[src/inc/reseq_pkg.sv]
/*
 package for the reset and exception-entry sequencer: constants,
 state enum and the carrier structs. assumes an 8-bit core with a
 16-bit address space and a word-wide reset vector.
*/
// Behaviour
// - reset outranks every pending interrupt request
// - reset handling starts right after release
// - interrupt entry only at instruction or exception end
// - chip clear low halts everything after the two-stage pin synchroniser
// - initialise state, set interrupt mask flag
// - load program counter from vector, then fetch
// - mask interrupts until first instruction completes
package reseq_pkg;
   localparam int unsigned ADDR_W = 16;
   localparam logic [ADDR_W-1:0] RESET_VEC_HI_ADDR = 16'h0000;
   localparam logic [ADDR_W-1:0] RESET_VEC_LO_ADDR = 16'h0001;
   localparam logic [7:0] FLAGS_RESET_VAL = 8'h80;
   localparam int unsigned FLAG_IMASK_BIT = 7;
   localparam int unsigned MIN_RESET_CYCLES = 10;
   localparam int unsigned SYNC_STAGES = 2;

   typedef enum logic [2:0] {
      RESEQ_HOLD,
      RESEQ_INIT,
      RESEQ_VEC_HI,
      RESEQ_VEC_LO,
      RESEQ_FIRST,
      RESEQ_RUN,
      RESEQ_IRQ
   } reseq_state_e;

   // memory read request toward the core bus
   typedef struct packed {
      logic rd;
      logic [ADDR_W-1:0] addr;
   } reseq_mem_s;

   // status seen by the core
   typedef struct packed {
      logic in_reset;
      logic periph_clear;
      logic fetch_go;
      logic irq_take;
   } reseq_ctl_s;
endpackage

[src/hdl/reseq_top.sv]
/*
 reset and exception-entry sequencer. holds the core in reset while
 chip_clear_input_n is low, then fetches the reset vector, sets the
 interrupt mask flag and releases the core. interrupt entry is offered
 only at instruction boundaries. assumes the bus answers a read in the
 cycle after rd with valid data and the core pulses instr_done.
*/
`timescale 1ns/1ps
module reseq_top (
   input wire logic mclk,
   input wire logic rst_n,
   input wire logic chip_clear_input_n,
   input wire logic [7:0] mem_rdata,
   input wire logic instr_done,
   input wire logic irq_pending,
   input wire logic flags_imask,
   output reseq_pkg::reseq_mem_s mem_req,
   output reseq_pkg::reseq_ctl_s ctl,
   output logic [reseq_pkg::ADDR_W-1:0] program_counter,
   output logic set_imask
);
   import reseq_pkg::*;

   ////////////////////////////////////////////////////////////////////
   // elaboration checks on the constants this logic relies on
   if (SYNC_STAGES < 2) begin : g_chk_sync
      $error("reseq_top: clear pin synchroniser needs two stages");
   end
   if (FLAG_IMASK_BIT > 7) begin : g_chk_flag
      $error("reseq_top: mask flag bit lies outside the flags byte");
   end

   ////////////////////////////////////////////////////////////////////
   // pin synchroniser; first stage feeds only the second
   logic [SYNC_STAGES-1:0] clr_sync_q;
   logic clr_low;

   always_ff @(posedge mclk or negedge rst_n) begin
      if (!rst_n) begin
         clr_sync_q <= '0;
      end else begin
         clr_sync_q <= {clr_sync_q[SYNC_STAGES-2:0], chip_clear_input_n};
      end
   end

   assign clr_low = !clr_sync_q[SYNC_STAGES-1];

   ////////////////////////////////////////////////////////////////////
   // sequencer
   reseq_state_e state_q;
   logic [7:0] vec_hi_q;

   // a low pin wins from every state, so reset always beats interrupts
   always_ff @(posedge mclk or negedge rst_n) begin
      if (!rst_n) begin
         state_q <= RESEQ_HOLD;
      end else if (clr_low) begin
         state_q <= RESEQ_HOLD;
      end else begin
         unique case (state_q)
            RESEQ_HOLD: state_q <= RESEQ_INIT;
            RESEQ_INIT: state_q <= RESEQ_VEC_HI;
            RESEQ_VEC_HI: state_q <= RESEQ_VEC_LO;
            RESEQ_VEC_LO: state_q <= RESEQ_FIRST;
            // no interrupt until the first instruction is done
            RESEQ_FIRST: if (instr_done) begin
               state_q <= RESEQ_RUN;
            end
            RESEQ_RUN: if (instr_done && irq_pending && !flags_imask) begin
               state_q <= RESEQ_IRQ;
            end
            // entry itself is handled by the core; one cycle handoff
            RESEQ_IRQ: state_q <= RESEQ_RUN;
            // the unused code falls back into reset
            default: state_q <= RESEQ_HOLD;
         endcase
      end
   end

   ////////////////////////////////////////////////////////////////////
   // vector capture; data arrives the cycle after each read
   always_ff @(posedge mclk or negedge rst_n) begin
      if (!rst_n) begin
         vec_hi_q <= '0;
      end else if (state_q == RESEQ_VEC_LO) begin
         vec_hi_q <= mem_rdata;
      end
   end

   ////////////////////////////////////////////////////////////////////
   // output registers and their next values
   logic vec_rd_d;
   logic vec_rd_q;
   logic [ADDR_W-1:0] vec_addr_d;
   logic [ADDR_W-1:0] vec_addr_q;
   logic in_reset_d;
   logic in_reset_q;
   logic periph_clear_d;
   logic periph_clear_q;
   logic fetch_go_d;
   logic fetch_go_q;
   logic irq_take_d;
   logic irq_take_q;
   logic set_imask_d;
   logic set_imask_q;
   logic pc_load_d;
   logic [ADDR_W-1:0] pc_q;

   // a low pin forces every output except program_counter (cleared every cycle in RESEQ_HOLD and RESEQ_INIT) to its reset value, which also
   // keeps an interrupt from slipping in while reset is pending
   always_comb begin
      vec_rd_d = 1'b0;
      vec_addr_d = RESET_VEC_HI_ADDR;
      in_reset_d = 1'b1;
      // peripherals cleared through the whole reset phase
      periph_clear_d = 1'b1;
      set_imask_d = FLAGS_RESET_VAL[FLAG_IMASK_BIT];
      fetch_go_d = 1'b0;
      irq_take_d = 1'b0;
      pc_load_d = 1'b0;
      if (!clr_low) begin
         unique case (state_q)
            RESEQ_HOLD: begin
               vec_rd_d = 1'b0;
            end
            RESEQ_INIT: begin
               vec_rd_d = 1'b1;
            end
            RESEQ_VEC_HI: begin
               vec_rd_d = 1'b1;
               vec_addr_d = RESET_VEC_LO_ADDR;
            end
            RESEQ_VEC_LO: begin
               vec_rd_d = 1'b0;
            end
            // low vector byte stands on the bus in the first cycle here
            RESEQ_FIRST: begin
               in_reset_d = 1'b0;
               periph_clear_d = 1'b0;
               set_imask_d = 1'b0;
               fetch_go_d = 1'b1;
               pc_load_d = !fetch_go_q;
            end
            RESEQ_RUN: begin
               in_reset_d = 1'b0;
               periph_clear_d = 1'b0;
               set_imask_d = 1'b0;
               fetch_go_d = 1'b1;
               irq_take_d = instr_done && irq_pending
                            && !flags_imask;
            end
            RESEQ_IRQ: begin
               in_reset_d = 1'b0;
               periph_clear_d = 1'b0;
               set_imask_d = 1'b0;
               fetch_go_d = 1'b1;
            end
            default: begin
               vec_rd_d = 1'b0;
            end
         endcase
      end
   end

   ////////////////////////////////////////////////////////////////////
   // one register block per output concern
   always_ff @(posedge mclk or negedge rst_n) begin
      if (!rst_n) begin
         vec_rd_q <= 1'b0;
         vec_addr_q <= RESET_VEC_HI_ADDR;
      end else begin
         vec_rd_q <= vec_rd_d;
         vec_addr_q <= vec_addr_d;
      end
   end

   always_ff @(posedge mclk or negedge rst_n) begin
      if (!rst_n) begin
         in_reset_q <= 1'b1;
      end else begin
         in_reset_q <= in_reset_d;
      end
   end

   always_ff @(posedge mclk or negedge rst_n) begin
      if (!rst_n) begin
         periph_clear_q <= 1'b1;
      end else begin
         periph_clear_q <= periph_clear_d;
      end
   end

   always_ff @(posedge mclk or negedge rst_n) begin
      if (!rst_n) begin
         fetch_go_q <= 1'b0;
      end else begin
         fetch_go_q <= fetch_go_d;
      end
   end

   always_ff @(posedge mclk or negedge rst_n) begin
      if (!rst_n) begin
         irq_take_q <= 1'b0;
      end else begin
         irq_take_q <= irq_take_d;
      end
   end

   // mask held until the vector is in; the first instruction is then
   // protected by the sequencer state, not by the flag
   always_ff @(posedge mclk or negedge rst_n) begin
      if (!rst_n) begin
         set_imask_q <= 1'b1;
      end else begin
         set_imask_q <= set_imask_d;
      end
   end

   always_ff @(posedge mclk or negedge rst_n) begin
      if (!rst_n) begin
         pc_q <= RESET_VEC_HI_ADDR;
      end else if (state_q == RESEQ_HOLD || state_q == RESEQ_INIT) begin
         pc_q <= RESET_VEC_HI_ADDR;
      end else if (pc_load_d) begin
         pc_q <= {vec_hi_q, mem_rdata};
      end
   end

   ////////////////////////////////////////////////////////////////////
   // ports driven straight from the flops
   assign mem_req.rd = vec_rd_q;
   assign mem_req.addr = vec_addr_q;
   assign ctl.in_reset = in_reset_q;
   assign ctl.periph_clear = periph_clear_q;
   assign ctl.fetch_go = fetch_go_q;
   assign ctl.irq_take = irq_take_q;
   assign program_counter = pc_q;
   assign set_imask = set_imask_q;
endmodule

[config.mk]
export PLATFORM = sky130hd
export DESIGN_NAME = reseq_top
export DESIGN_NICKNAME = d
export VERILOG_FILES = /design/src/inc/reseq_pkg.sv /design/src/hdl/reseq_top.sv
export SDC_FILE = /design/constraint.sdc
export NUM_CORES = 1
export LEC_CHECK = 0
export ABC_AREA = 0
export BUFFER_PORTS_ARGS = -buffer_cell sky130_fd_sc_hd__buf_4
export CAP_MARGIN = 40
export CORE_MARGIN = 1.5
export CORE_UTILIZATION = 45
export CTS_BUF_LIST = sky130_fd_sc_hd__clkbuf_8
export DETAILED_ROUTE_END_ITERATION = 8
export PLACE_DENSITY_LB_ADDON = 0.3
export SLEW_MARGIN = 40
export SYNTH_ARGS = -nofsm -noshare
export SYNTH_HDL_FRONTEND = slang
export SYNTH_SLANG_ARGS = --single-unit
[constraint.sdc]
create_clock -name mclk -period 1.5 [get_ports mclk]
set_input_delay 0.3 -clock mclk [delete_from_list [all_inputs] [get_ports mclk]]
set_output_delay 0.3 -clock mclk [all_outputs]
set_load 0.05 [all_outputs]
==> results.sh <==
export IMPL_num_rows=20
export IMPL_area_growth_pct=25.7
export IMPL_max_freq_mhz=705
export IMPL_rsz0062_at_grt="false"
export IMPL_dieArea_mm2=0.00352
export IMPL_fin_hold_ws_ps=115
export IMPL_htree_levels=2
export IMPL_numCtsBuffers=5
export IMPL_grt_total_usage_pct=16.8
export IMPL_setup_viol=0
export IMPL_syn_inst=107
export IMPL_cts_tree="yes"
export IMPL_cp_required_ps=1680
export IMPL_grt_first_pass_wirelength_um=4140
export IMPL_clk_path_buf_depth=2
export IMPL_ys_warn_count=0
export IMPL_vdd_ir_drop_max_mv=0.686
export IMPL_grt_max_degree=35
export IMPL_drt_iter0_markers=19
export IMPL_crit_path_start_kind="register"
export IMPL_first_pass_iters=4
export IMPL_vias=924
export IMPL_antenna_found_initial=0
export IMPL_nets=162
export IMPL_critPathMaxFanout=16
export IMPL_critical_path_class="reg -> reg"
export IMPL_final_max_slew_viol_count=0
export IMPL_cts_setup_buffers=0
export IMPL_chipHeight_um=59.3
export IMPL_synthFlopType="dfrtp_1"
export IMPL_synth_cell_types=30
export IMPL_mostFrequentLayoutCells="buf_4, dfrtp_1, conb_1"
export IMPL_drive_gt1_share_pct=45.6
export IMPL_synth_ff_latch_count=34
export IMPL_fin_skew_ps=5.39
export IMPL_syn_avg_cell_area_um2=13.3
export IMPL_via_per_inst=4.79
export IMPL_root_buffer="clkbuf_8"
export IMPL_maxCapViolCount=0
export IMPL_ys_async_sr_fraction_pct=100
export IMPL_yosysSeqAreaShare_pct=59.7
export IMPL_wl_um=2560
export IMPL_drtAntennaViolNets=0
export IMPL_path_clk_slew_ps=70
export IMPL_dp_slack_ps=-23.8
export IMPL_netlist_area_mm2=0.00143
export IMPL_drc_errors=0
export IMPL_wl_per_cell_um=13.2
export IMPL_grt_pass1_vias=882
export IMPL_insertion_delay_ps=290
export IMPL_min_period_ps=1420
export IMPL_end_kind="register"
export IMPL_critPathArrivalTime_ps=1600
export IMPL_fin_ws_ps=81.6
export IMPL_leakage_nw=0.912
export IMPL_ios=52
export IMPL_status="finished, final reports clean"
export IMPL_worstHoldPathType="in -> reg"
export IMPL_place_detailed_hpwl_um=1730
export IMPL_io_buffers=36
export IMPL_clkSinkCount=34
export IMPL_die_w_um=59.3
export IMPL_fin_crit_sh_pct=94.6
export IMPL_p_per_area_mw_per_mm2=1230
export IMPL_gp_congestion=0.715
export IMPL_overflow=0
export IMPL_hold_viol_final=0
export IMPL_tns_ps=0
export IMPL_final_util_pct=59.2
export IMPL_core_mm2=0.00303
export IMPL_antenna_cells=0
export IMPL_final_common_cell="buf_4"
export IMPL_initial_core_util_pct=47.1
export IMPL_synth_edf_count=0
==> cells in the mapped netlist (2+ instances only) <==
cell type	instances	share of area [%]
nand2b_1	2	0.88
buf_2	2	0.70
a22o_2	6	4.2
nor2_1	2	0.53
mux2_2	7	5.5
dfrtp_1	33	58
nand2_1	4	1.1
buf_4	20	11
a22o_1	10	6.1
==> power breakdown <==
part / switching (mW) / internal, mW / total, mW
registers: 0.0618 / 1.04 / 1.10
clock network: 0.330 / 0.368 / 0.698
logic: 0.246 / 0.158 / 0.404
==> logic make-up (layout without fill, tap and decap cells) <==
family	after synthesis	in the layout	synth area share (%)
simple gates	18	18	8.16
other cells	1	15	0.263
mux	8	8	6.32
flops	34	34	59.7
buf+inv	25	53	12.6
compound gates	21	21	12.9
==> metal layers <==
layer	track usage [%]	share of wire [%]	up-vias
li1	-	-	422
met1	22.1	45	456
met2	23.9	47	40
met3	7.42	6.2	6
met4	7.47	1.6	0
met5	0	0	-
==> registers in the layout, summed over array words and instances, names as in the netlist <==
signal,cells
clr_sync_q,2
fetch_go_q,1
irq_take_q,1
program_counter,16
set_imask,1
state_q,3
vec_addr_q,1
vec_hi_q,8
vec_rd_q,1
==> path summary, 6_finish.rpt <==
path | start | endpoint | slack, ps | cells past startpoint
worst min register to register | clr_sync_q[0] | clr_sync_q[1] | 360 | 0
worst max-delay path | state_q[0] | program_counter[2] | 80 | 3
min in group asynchronous | rst_n | vec_rd_q | 490 | 2
worst min-delay path | chip_clear_input_n | clr_sync_q[0] | 110 | 1
worst max register to register | state_q[0] | program_counter[2] | 80 | 3
max in group asynchronous | rst_n | set_imask | 680 | 2
==> worst max-delay path: stages (launching register included) <==
cell and delay [ps]:
dfrtp_1 390, or3b_1 390, a21o_4 290, a22o_2 230
==> repair_timing <==
action | 4_1_cts | 5_1_grt
gates cloned | 0 | 0
setup endpoints to repair | 16 | 11
gates resized for setup | 1 | 1
hold buffers | 1 | 0
hold endpoints to repair | 33 | 0
==> layout make-up <==
type	count	area (µm²)
timing repair buffer	44	333
clock inverter	2	12.5
multi-input combinational	62	454
tap	44	55.1
clock buffer	6	82.6
sequential	34	852
inverter	1	3.75
fill	253	1230
==> stage by stage <==
stage               total power, mW  instance area (µm²)  instances
finish                         2.20                 1790        193
CTS                            2.23                 1790        193
detailed placement             1.52                 1680        184
global placement               1.50                 1680        184
global route                   2.32                 1790        193
floorplan                      1.43                 1480        121
Note: power is estimated with default switching activity, not from simulation.
